===== src/common/aio_pkg.sv =====
package aio_pkg;
  // ==========================================================
  // input side: normalised level, 10 V full scale = 1024
  localparam int NORM_SHIFT = 10;
  localparam logic [1:0] RANGE_UNI = 2'h0;
  localparam logic [1:0] RANGE_BI = 2'h1;
  localparam logic [1:0] RANGE_CUR = 2'h2;
  localparam logic [4:0] FUNC_AUX = 5'h00;
  localparam logic [4:0] FUNC_LAST = 5'h15;
  localparam logic [4:0] FUNC_HOLE0 = 5'h03;
  localparam logic [4:0] FUNC_HOLE1 = 5'h0e;
  localparam logic [4:0] FUNC_HOLE2 = 5'h0f;
  localparam logic [4:0] FUNC_UNUSED = 5'h1f;
  localparam logic [13:0] GAIN_MAX = 14'h2710;
  localparam logic signed [10:0] BIAS_LIM = 11'sh3e8;
  localparam logic signed [16:0] LEVEL_SAT = 17'sh02710;
  localparam logic [9:0] CUR_4MA = 10'h0cd;
  localparam logic [12:0] CUR_SPAN_K = 13'h0500;
  // ==========================================================
  // delay filter: tau in steps of 10 ms
  localparam logic [7:0] FILT_MAX = 8'hc8;
  localparam int FILT_FRAC = 16;
  localparam int FILT_STEP_NS = 10000000;
  localparam int MCLK_PERIOD_NS = 4;
  localparam int DIV_STEPS = 29;
  // ==========================================================
  // output side: 9 bit magnitude, 10 V = 511
  localparam logic [5:0] MON_LO = 6'h01;
  localparam logic [5:0] MON_HI = 6'h26;
  localparam logic [5:0] MON_T13 = 6'h0f;
  localparam logic [5:0] MON_T14 = 6'h10;
  localparam logic [5:0] MON_T16 = 6'h11;
  localparam logic [38:0] MON_MASK = 39'h73_0dff_83ee;
  localparam logic signed [31:0] AO_FULL = 32'sh0000_01ff;
  localparam logic [7:0] AO_GAIN_MAX = 8'hfa;
  localparam logic signed [7:0] AO_BIAS_LIM = 8'sh64;
  localparam logic [12:0] AO_GAIN_K = 13'h0029;
  localparam int AO_GAIN_SH = 12;
  localparam logic [8:0] AO_BIAS_K = 9'h083;
  localparam int AO_BIAS_SH = 8;

  // scaled input result
  typedef struct packed {
    logic signed [15:0] level;
    logic [4:0] func;
    logic used;
  } ain_res_t;

  // analog output code, sign and magnitude
  typedef struct packed {
    logic neg;
    logic [8:0] mag;
  } aout_val_t;

  // ==========================================================
  // function code decode shared by both multi-function inputs
  function automatic logic func_legal(input logic [4:0] c);
    return (c <= FUNC_LAST) && (c != FUNC_HOLE0) && (c != FUNC_HOLE1) && (c != FUNC_HOLE2);
  endfunction

  // gain and bias on a normalised input, saturating
  function automatic logic signed [15:0] scale_in(input logic signed [11:0] f,
      input logic [13:0] gain, input logic signed [10:0] bias);
    logic [13:0] g;
    logic signed [10:0] b;
    logic signed [26:0] p;
    logic signed [16:0] s;
    g = (gain > GAIN_MAX) ? GAIN_MAX : gain;
    b = (bias > BIAS_LIM) ? BIAS_LIM : ((bias < -BIAS_LIM) ? -BIAS_LIM : bias);
    p = 27'(f) * 27'($signed({1'b0, g}));
    s = 17'(p >>> NORM_SHIFT) + 17'(b);
    if (s > LEVEL_SAT) s = LEVEL_SAT;
    if (s < -LEVEL_SAT) s = -LEVEL_SAT;
    return 16'(s);
  endfunction

  // monitor times gain plus bias, clamped to the output range
  function automatic aout_val_t ao_calc(input logic signed [9:0] m,
      input logic [7:0] gain, input logic signed [7:0] bias, input logic bi);
    logic [7:0] g;
    logic signed [7:0] b;
    logic signed [31:0] s;
    logic signed [31:0] lo;
    aout_val_t v;
    g = (gain > AO_GAIN_MAX) ? AO_GAIN_MAX : gain;
    b = (bias > AO_BIAS_LIM) ? AO_BIAS_LIM : ((bias < -AO_BIAS_LIM) ? -AO_BIAS_LIM : bias);
    s = (32'(m) * $signed({1'b0, g}) * $signed({1'b0, AO_GAIN_K})) >>> AO_GAIN_SH;
    s = s + ((32'(b) * $signed({1'b0, AO_BIAS_K})) >>> AO_BIAS_SH);
    lo = bi ? -AO_FULL : 32'sh0;
    if (s > AO_FULL) s = AO_FULL;
    if (s < lo) s = lo;
    v.neg = s[31];
    v.mag = s[31] ? 9'(-s) : 9'(s);
    return v;
  endfunction
endpackage


===== src/verilog/analog_io_scaling.sv =====
// How it works
// - primary input: 0 unipolar, 1 bipolar
// - primary and second inputs eleven bit
// - primary gain 0..1000.0 percent at 10V
// - primary bias plus minus 100 percent
// - second input: 0 unipolar, 1 bipolar
// - second input gain and bias likewise
// - function code routes input, 1F unused
// - current input: 0, 1, or 4-20mA
// - current input ten bit conversion
// - current input uses same function codes
// - current gain sets level at 20mA
// - current bias sets level at 4mA
// - common delay filter 0..2 seconds
// - first output monitor code 1..38
// - outputs nine bit magnitude plus sign
// - first output gain 0..2.50 multiplies
// - output is level times gain plus bias
// - second output uses same monitor codes
// - second output gain 0..2.50
// - one range select for both outputs
`timescale 1ns/1ps
`default_nettype none
module analog_io_scaling #(
  parameter int TICK_CYCLES = aio_pkg::FILT_STEP_NS / aio_pkg::MCLK_PERIOD_NS
) (
  input wire logic MCLK,
  input wire logic RST_B,
  input wire logic [10:0] PRIMARY_RAW,
  input wire logic [10:0] SECOND_RAW,
  input wire logic [9:0] CURRENT_RAW,
  input wire logic PRIMARY_INPUT_RANGE_SEL,
  input wire logic [13:0] PRIMARY_INPUT_GAIN,
  input wire logic signed [10:0] PRIMARY_INPUT_BIAS,
  input wire logic SECOND_INPUT_RANGE_SEL,
  input wire logic [4:0] SECOND_INPUT_FUNCTION_SEL,
  input wire logic [13:0] SECOND_INPUT_GAIN,
  input wire logic signed [10:0] SECOND_INPUT_BIAS,
  input wire logic [1:0] CURRENT_INPUT_RANGE_SEL,
  input wire logic [4:0] CURRENT_INPUT_FUNCTION_SEL,
  input wire logic [13:0] CURRENT_INPUT_GAIN,
  input wire logic signed [10:0] CURRENT_INPUT_BIAS,
  input wire logic [7:0] INPUT_FILTER_TIME,
  input wire logic [38:1][9:0] MON_LEVELS,
  input wire logic [5:0] FIRST_OUTPUT_MONITOR_SEL,
  input wire logic [7:0] FIRST_OUTPUT_GAIN,
  input wire logic signed [7:0] FIRST_OUTPUT_BIAS,
  input wire logic [5:0] SECOND_OUTPUT_MONITOR_SEL,
  input wire logic [7:0] SECOND_OUTPUT_GAIN,
  input wire logic signed [7:0] SECOND_OUTPUT_BIAS,
  input wire logic OUTPUT_RANGE_SEL,
  output aio_pkg::ain_res_t PRIMARY_RESULT,
  output aio_pkg::ain_res_t SECOND_RESULT,
  output aio_pkg::ain_res_t CURRENT_RESULT,
  output aio_pkg::aout_val_t FIRST_OUTPUT_VALUE,
  output aio_pkg::aout_val_t SECOND_OUTPUT_VALUE
);
  // ==========================================================
  // local sizes and state
  localparam int TCNT_W = $clog2(TICK_CYCLES);
  // magnitude reached by the top output bias at zero gain
  localparam logic [8:0] BIAS_TOP_MAG = 9'h033;

  // whole block state
  typedef struct packed {
    logic [TCNT_W-1:0] tick_cnt;
    logic tick;
    aio_pkg::ain_res_t [2:0] ain;
    aio_pkg::aout_val_t [1:0] aout;
  } state_t;

  state_t st_q; // registered state
  state_t st_d; // next state
  logic signed [11:0] norm [3]; // inputs before the filter
  logic signed [11:0] flt [3]; // inputs after the filter
  logic [7:0] tau; // clamped filter time
  logic signed [11:0] cur_off; // current above 4mA
  logic signed [24:0] cur_prod; // current span product

  // ==========================================================
  // pick the monitor level for an output code
  function automatic logic signed [9:0] pick_mon(input logic [5:0] sel);
    logic signed [9:0] m;
    m = '0;
    // unknown codes give a zero level
    if (sel >= aio_pkg::MON_LO && sel <= aio_pkg::MON_HI) begin
      if (aio_pkg::MON_MASK[sel]) begin
        m = $signed(MON_LEVELS[sel]);
      end
    end
    // own input levels are monitored after the filter, halved
    if (sel == aio_pkg::MON_T13) begin
      m = 10'(flt[0] >>> 1);
    end else if (sel == aio_pkg::MON_T14) begin
      m = 10'(flt[2] >>> 1);
    end else if (sel == aio_pkg::MON_T16) begin
      m = 10'(flt[1] >>> 1);
    end
    return m;
  endfunction

  // ==========================================================
  // input normalisation to 10 V = 1024
  always_comb begin
    if (PRIMARY_INPUT_RANGE_SEL) begin
      norm[0] = {PRIMARY_RAW[10], PRIMARY_RAW};
    end else begin
      norm[0] = {2'b00, PRIMARY_RAW[10:1]};
    end
    if (SECOND_INPUT_RANGE_SEL) begin
      norm[1] = {SECOND_RAW[10], SECOND_RAW};
    end else begin
      norm[1] = {2'b00, SECOND_RAW[10:1]};
    end
    cur_off = $signed({2'b00, CURRENT_RAW}) - $signed({2'b00, aio_pkg::CUR_4MA});
    cur_prod = 25'(cur_off) * 25'($signed({1'b0, aio_pkg::CUR_SPAN_K}));
    unique case (CURRENT_INPUT_RANGE_SEL)
      aio_pkg::RANGE_UNI: begin
        norm[2] = {2'b00, CURRENT_RAW};
      end
      aio_pkg::RANGE_BI: begin
        norm[2] = {CURRENT_RAW[9], CURRENT_RAW, 1'b0};
      end
      default: begin
        // 20mA maps to full scale, below 4mA reads zero
        norm[2] = cur_off[11] ? 12'sh000 : 12'(cur_prod >>> aio_pkg::NORM_SHIFT);
      end
    endcase
  end

  // filter time beyond the range is held at the top
  assign tau = (INPUT_FILTER_TIME > aio_pkg::FILT_MAX) ? aio_pkg::FILT_MAX : INPUT_FILTER_TIME;

  // ==========================================================
  // one delay filter per input, shared time and step
  for (genvar i = 0; i < 3; i++) begin : g_filt
    lag_filter u_filt (
      .clk(MCLK),
      .rst_b(RST_B),
      .tick(st_q.tick),
      .tau(tau),
      .x(norm[i]),
      .y(flt[i])
    );
  end

  // ==========================================================
  // next state: filter step, scaled inputs, outputs
  always_comb begin
    st_d = st_q;
    // filter step strobe every 10 ms
    st_d.tick = 1'b0;
    if (st_q.tick_cnt == TCNT_W'(TICK_CYCLES - 1)) begin
      st_d.tick_cnt = '0;
      st_d.tick = 1'b1;
    end else begin
      st_d.tick_cnt = st_q.tick_cnt + 1'b1;
    end
    st_d.ain[0].level = aio_pkg::scale_in(flt[0], PRIMARY_INPUT_GAIN, PRIMARY_INPUT_BIAS);
    st_d.ain[0].func = aio_pkg::FUNC_AUX;
    st_d.ain[0].used = 1'b1;
    st_d.ain[1].level = aio_pkg::scale_in(flt[1], SECOND_INPUT_GAIN, SECOND_INPUT_BIAS);
    st_d.ain[1].used = aio_pkg::func_legal(SECOND_INPUT_FUNCTION_SEL);
    if (st_d.ain[1].used) begin
      st_d.ain[1].func = SECOND_INPUT_FUNCTION_SEL;
    end else begin
      st_d.ain[1].func = aio_pkg::FUNC_UNUSED;
    end
    st_d.ain[2].level = aio_pkg::scale_in(flt[2], CURRENT_INPUT_GAIN, CURRENT_INPUT_BIAS);
    st_d.ain[2].used = aio_pkg::func_legal(CURRENT_INPUT_FUNCTION_SEL);
    if (st_d.ain[2].used) begin
      st_d.ain[2].func = CURRENT_INPUT_FUNCTION_SEL;
    end else begin
      st_d.ain[2].func = aio_pkg::FUNC_UNUSED;
    end
    st_d.aout[0] = aio_pkg::ao_calc(pick_mon(FIRST_OUTPUT_MONITOR_SEL),
        FIRST_OUTPUT_GAIN, FIRST_OUTPUT_BIAS, OUTPUT_RANGE_SEL);
    st_d.aout[1] = aio_pkg::ao_calc(pick_mon(SECOND_OUTPUT_MONITOR_SEL),
        SECOND_OUTPUT_GAIN, SECOND_OUTPUT_BIAS, OUTPUT_RANGE_SEL);
  end

  // ==========================================================
  // state register
  always_ff @(posedge MCLK or negedge RST_B) begin
    if (!RST_B) begin
      st_q <= '0;
    end else begin
      st_q <= st_d;
    end
  end

  // ==========================================================
  // outputs straight from flops
  assign PRIMARY_RESULT = st_q.ain[0];
  assign SECOND_RESULT = st_q.ain[1];
  assign CURRENT_RESULT = st_q.ain[2];
  assign FIRST_OUTPUT_VALUE = st_q.aout[0];
  assign SECOND_OUTPUT_VALUE = st_q.aout[1];
endmodule // analog_io_scaling
`default_nettype wire


===== src/verilog/lag_filter.sv =====
`timescale 1ns/1ps
`default_nettype none
// ============================================================
// first-order lag: each step y += (x - y) / tau, tau 0 = bypass
module lag_filter (
  input wire logic clk,
  input wire logic rst_b,
  input wire logic tick,
  input wire logic [7:0] tau,
  input wire logic signed [11:0] x,
  output logic signed [11:0] y
);
  typedef enum logic [1:0] {PH_IDLE, PH_DIV, PH_ADD} phase_t;
  // whole filter state
  typedef struct packed {
    phase_t phase;
    logic signed [27:0] acc;
    logic [28:0] num;
    logic [7:0] rem;
    logic [4:0] step;
    logic neg;
    logic signed [11:0] y;
  } fstate_t;
  fstate_t st_q, st_d;
  logic signed [28:0] diff;
  logic [8:0] r;

  // ==========================================================
  // next state: bypass, start, divide bit by bit, accumulate
  always_comb begin
    st_d = st_q;
    r = '0;
    diff = $signed({x[11], x, 16'h0000}) - 29'(st_q.acc);
    unique case (st_q.phase)
      PH_IDLE: begin
        if (tick) begin
          st_d.phase = PH_DIV;
          st_d.neg = diff[28];
          st_d.num = diff[28] ? 29'(-diff) : 29'(diff);
          st_d.rem = '0;
          st_d.step = '0;
        end
      end
      PH_DIV: begin
        // restoring divide, one quotient bit a cycle
        r = {st_q.rem, st_q.num[28]};
        st_d.num = {st_q.num[27:0], 1'b0};
        if (r >= {1'b0, tau}) begin
          r = r - {1'b0, tau};
          st_d.num[0] = 1'b1;
        end
        st_d.rem = r[7:0];
        st_d.step = st_q.step + 5'h01;
        if (st_q.step == 5'(aio_pkg::DIV_STEPS - 1)) st_d.phase = PH_ADD;
      end
      PH_ADD: begin
        st_d.acc = st_q.neg ? st_q.acc - 28'(st_q.num) : st_q.acc + 28'(st_q.num);
        st_d.phase = PH_IDLE;
      end
    endcase
    if (tau == '0) begin
      st_d.acc = {x, 16'h0000};
      st_d.phase = PH_IDLE;
    end
    st_d.y = st_d.acc[27:16];
  end

  // state register
  always_ff @(posedge clk or negedge rst_b) begin
    if (!rst_b) begin
      st_q <= '0;
    end else begin
      st_q <= st_d;
    end
  end

  assign y = st_q.y;
endmodule // lag_filter
`default_nettype wire


===== config.mk =====
export PLATFORM = sky130hd
export DESIGN_NAME = analog_io_scaling
export DESIGN_NICKNAME = d
export VERILOG_FILES = /design/src/common/aio_pkg.sv /design/src/verilog/analog_io_scaling.sv /design/src/verilog/lag_filter.sv
export SDC_FILE = /design/constraint.sdc
export NUM_CORES = 2
export LEC_CHECK = 0
export BUFFER_PORTS_ARGS = -buffer_cell sky130_fd_sc_hd__buf_2
export CAP_MARGIN = 5
export CORE_ASPECT_RATIO = 1.4
export CORE_MARGIN = 2
export CORE_UTILIZATION = 50
export DETAILED_ROUTE_END_ITERATION = 16
export PLACE_DENSITY = 0.74
export SYNTH_ARGS = -nofsm -noshare
export SYNTH_HDL_FRONTEND = slang
export SYNTH_HIERARCHICAL = 1
export SYNTH_SLANG_ARGS = --single-unit

===== constraint.sdc =====
create_clock -name MCLK -period 25 [get_ports MCLK]
set_input_delay 6.25 -clock MCLK [delete_from_list [all_inputs] [get_ports MCLK]]
set_output_delay 6.25 -clock MCLK [all_outputs]
set_load 0.05 [all_outputs]

==> reports/results.md <==
Drt
- routed len/inst: 22.10 µm
- drt initial violations: 4592
- vias per cell: 6.066
- antenna violation net count after detailed routing: 0
- drc violations: 0
- detailed-route via count: 61.47k
- DRT Pass-1 Iters: 6
- final WL: 224.0 mm

Outcome
- run status: complete, no violations

STA
- timing-limited maximum frequency: 0.04693 GHz
- Pins Over Slew Limit: 0
- fin crit share: 85.23%
- Slew @ Worst Pin: 1.301 ns
- Final Setup Violations: 0
- Clock Skew: 0.03734 ns
- Final Hold Vio Count: 0
- RSZ-0062 raised after global routing: false
- Final min period: 21.31 ns
- Slew HR: 13.02%
- setup tns final: 0 ns

Setup path
- data required time of the worst path: 25.49 ns
- reg2reg setup slack: 11.44 ns
- standard cell with the maximum stage delay on the critical path: sky130_fd_sc_hd__o21ai_1
- cell family with the largest share of critical-path delay: compound AO/OA/AOI/OAI gates
- Worst Path Buf+Inv: 9
- Critical Path End Type: flip-flop
- end point of the critical path: FIRST_OUTPUT_VALUE[8]
- path type of the worst setup path: in2reg
- Critical R2R Launch: g_filt[2].u_filt/st_q[73]
- maximum cell stage delay along the critical path: 0.81 ns
- maximum fanout along the worst path: 70
- number of cells on the worst reg-to-reg path: 53
- total number of cells along the worst setup path: 57
- Critical R2R Capture: FIRST_OUTPUT_VALUE[8]
- startpoint types: input pin
- origin of the worst setup path: FIRST_OUTPUT_MONITOR_SEL[0]
- worst path arrival time: 21.80 ns

CTS
- number of hold buffers added after CTS: 0
- CTS sink cnt: 323
- total CTS buffers: 43
- CTS Root Buffer Type: sky130_fd_sc_hd__clkbuf_16
- number of gates given a new drive strength after cts: 0
- CTS HTree Levels: 2
- clock latency reported for the late side of the worst-skew pair: 0.66 ns
- Post-CTS Setup Inserts: 0
- Clock Tree Buf Depth: 3
- clock transition at the registers of the reported paths: 0.06 ns
- TritonCTS clock tree: done

Yosys
- top_reg_cell synth: sky130_fd_sc_hd__dfrtp_1
- number of unique standard cell types used by synthesis: 113
- top area cells in the synthesized netlist: sky130_fd_sc_hd__fa_1 (16%), sky130_fd_sc_hd__ha_1 (14%), sky130_fd_sc_hd__dfrtp_1 (12%)
- share of the synthesized area in compound gates (AO/OA/AOI/OAI): 15.65%
- main combinational cell family by area after synthesis: adder cells
- post-synthesis sequential element count: 323
- Syn Inst Count: 7982
- share of the synthesized area in the top cell type: 15.95%
- proportion of synthesized chip area in sequential cells: 11.90%
- xor and xnor area share after synthesis: 6.749%
- synthesized area: 67910 µm²
- Yosys Warn Count: 6
- Yosys top cell by area: sky130_fd_sc_hd__fa_1
- syn_area_per_cell: 8.508 µm²
- FFs w/ async S/R, synth: 100.0%
- Simple-Gate Fraction of Synth Area: 16.92%
- multiplexer share of the synthesized area: 9.594%
- Post-synth EDFFs: 0
- adder and majority cell fraction of the synthesized area: 30.21%

Final layout
- area taken by multi-input logic gates: 53810 µm²
- design area: 73220 µm²
- Syn-to-layout area delta: 7.829%
- Seq. cell area: 8083 µm²
- number of fill cells in the layout: 12.55k
- ratio of cells with drive above 1 in the final layout: 13.83%
- most common library cell in the layout ignoring fill and taps: sky130_fd_sc_hd__inv_1
- nets@finish: 10.15k
- most frequent cells in the layout: sky130_fd_sc_hd__inv_1 (992), sky130_fd_sc_hd__ha_1 (774), sky130_fd_sc_hd__nand2_1 (717), sky130_fd_sc_hd__buf_2 (630), sky130_fd_sc_hd__fa_1 (541)

Global routing
- number of antenna violations at the first check in global routing: 62
- remaining global-route overflow: 0
- total track usage: 31.95%
- vias in the first global route: 62.19k
- wire length of the first global-routing pass: 344.2 mm
- pin count of the biggest net entering global routing: 124

Placed design
- HPWL after DPL: 181.4 mm
- dpl cell area: 71720 µm²
- placer congestion estimate: 0.9907
- quantity of I/O buffers inserted on ports: 636

Flow run
- number of max-cap violations: 0

Worst hold path
- startpoint of the worst hold path: st_q[91]
- worst hold-check path type: reg2reg

Die
- horizontal die dimension: 315.5 µm
- Die Footprint: 138800 µm²
- die outline height: 440.1 µm
- top-level port count: 642
- number of rows in the core area: 160
- core box area: 135300 µm²
- Initial Util: 50.18%

## per-layer routing
layer,global-route usage [%],up-vias,part of all wire [%]
li1,-,28157,-
met1,35.28,29970,36
met2,54.63,2616,48
met3,6.522,715,8.1
met4,22.81,16,7.8
met5,0,-,0.051
## through the flow
stage	setup WS [ns]	hold WS (ns)	std cells	utilization (%)
final	3.691	0.4737	10135	54.11
after global routing	2.706	0.5020	10127	54.09
after global placement	3.394	0.4529	10014	52.99
after floorplan	5.553	0.4376	7986	-
after detailed placement	3.240	0.4608	10014	52.99
after CTS	3.848	0.4724	10089	54.02
## worst min path at each step
stage | slack, ns | end | cells after the start
floorplan | 0.44 | st_q[91] | 1
global route | 0.50 | st_q[91] | 1
global placement | 0.45 | st_q[91] | 1
finish | 0.47 | st_q[91] | 1
detailed placement | 0.46 | st_q[91] | 1
CTS | 0.47 | st_q[91] | 1
## synth_stat cells (32+ instances only)
cell and instances:
sky130_fd_sc_hd__a211oi_1 46, sky130_fd_sc_hd__a21o_1 126, sky130_fd_sc_hd__a21oi_1 368, sky130_fd_sc_hd__a221oi_1 34, sky130_fd_sc_hd__a22oi_1 52, sky130_fd_sc_hd__a31oi_1 82, sky130_fd_sc_hd__and2_1 199, sky130_fd_sc_hd__and3_1 132
sky130_fd_sc_hd__buf_2 43, sky130_fd_sc_hd__buf_4 130, sky130_fd_sc_hd__clkbuf_1 265, sky130_fd_sc_hd__dfrtp_1 323, sky130_fd_sc_hd__fa_1 541, sky130_fd_sc_hd__ha_1 774, sky130_fd_sc_hd__inv_1 993, sky130_fd_sc_hd__mux2_2 65
sky130_fd_sc_hd__mux2i_1 148, sky130_fd_sc_hd__mux4_2 191, sky130_fd_sc_hd__nand2_1 717, sky130_fd_sc_hd__nand2b_1 112, sky130_fd_sc_hd__nand3_1 122, sky130_fd_sc_hd__nand4_1 67, sky130_fd_sc_hd__nor2_1 478, sky130_fd_sc_hd__nor2b_1 83
sky130_fd_sc_hd__nor3_1 165, sky130_fd_sc_hd__nor4_1 56, sky130_fd_sc_hd__o211ai_1 44, sky130_fd_sc_hd__o21a_1 60, sky130_fd_sc_hd__o21ai_0 386, sky130_fd_sc_hd__o21bai_1 46, sky130_fd_sc_hd__o22ai_1 53, sky130_fd_sc_hd__o31ai_1 33
sky130_fd_sc_hd__or2_2 36, sky130_fd_sc_hd__or3_1 32, sky130_fd_sc_hd__xnor2_1 348, sky130_fd_sc_hd__xor2_1 170
## worst register-to-register path: cells and delay by family, from the launching register on
family,cells,cell delay (ns)
AOI/OAI and AO/OA,18,4.68
adders and majority gates,13,4.26
and+or+nand+nor,11,2.32
DFF,1,0.72
xor gates and xnor gates,2,0.54
buffers and inverters,7,0.51
muxes,2,0.37
## logic make-up after synthesis
family | after synthesis
XOR/XNOR | 520
other | 2
buffers and inverters | 1470
AND/OR/NAND/NOR | 2323
flip-flops | 323
multiplexers | 404
AO/OA/AOI/OAI | 1625
adder cells (fa/ha/maj) | 1315
## state kept, by name, summed over array words and instances, names as in the netlist
name	count
SECOND_RESULT	22
FIRST_OUTPUT_VALUE	10
st_q	23
g_filt.u_filt/st_q	219
PRIMARY_RESULT	17
CURRENT_RESULT	22
SECOND_OUTPUT_VALUE	10
## layout make-up
| type | count | share of cell area [%] |
|---|---|---|
| inverter | 999 | 5.121 |
| multi-input combinational | 6193 | 73.49 |
| tap | 1782 | 3.045 |
| clock buffer | 55 | 1.640 |
| clock inverter | 20 | 0.2597 |
| antenna | 46 | 0.1572 |
| timing repair buffer | 717 | 5.253 |
| sequential | 323 | 11.04 |
Power is not shown: default switching activity piles up to over one toggle a cycle in this logic, so the estimate is an artifact.
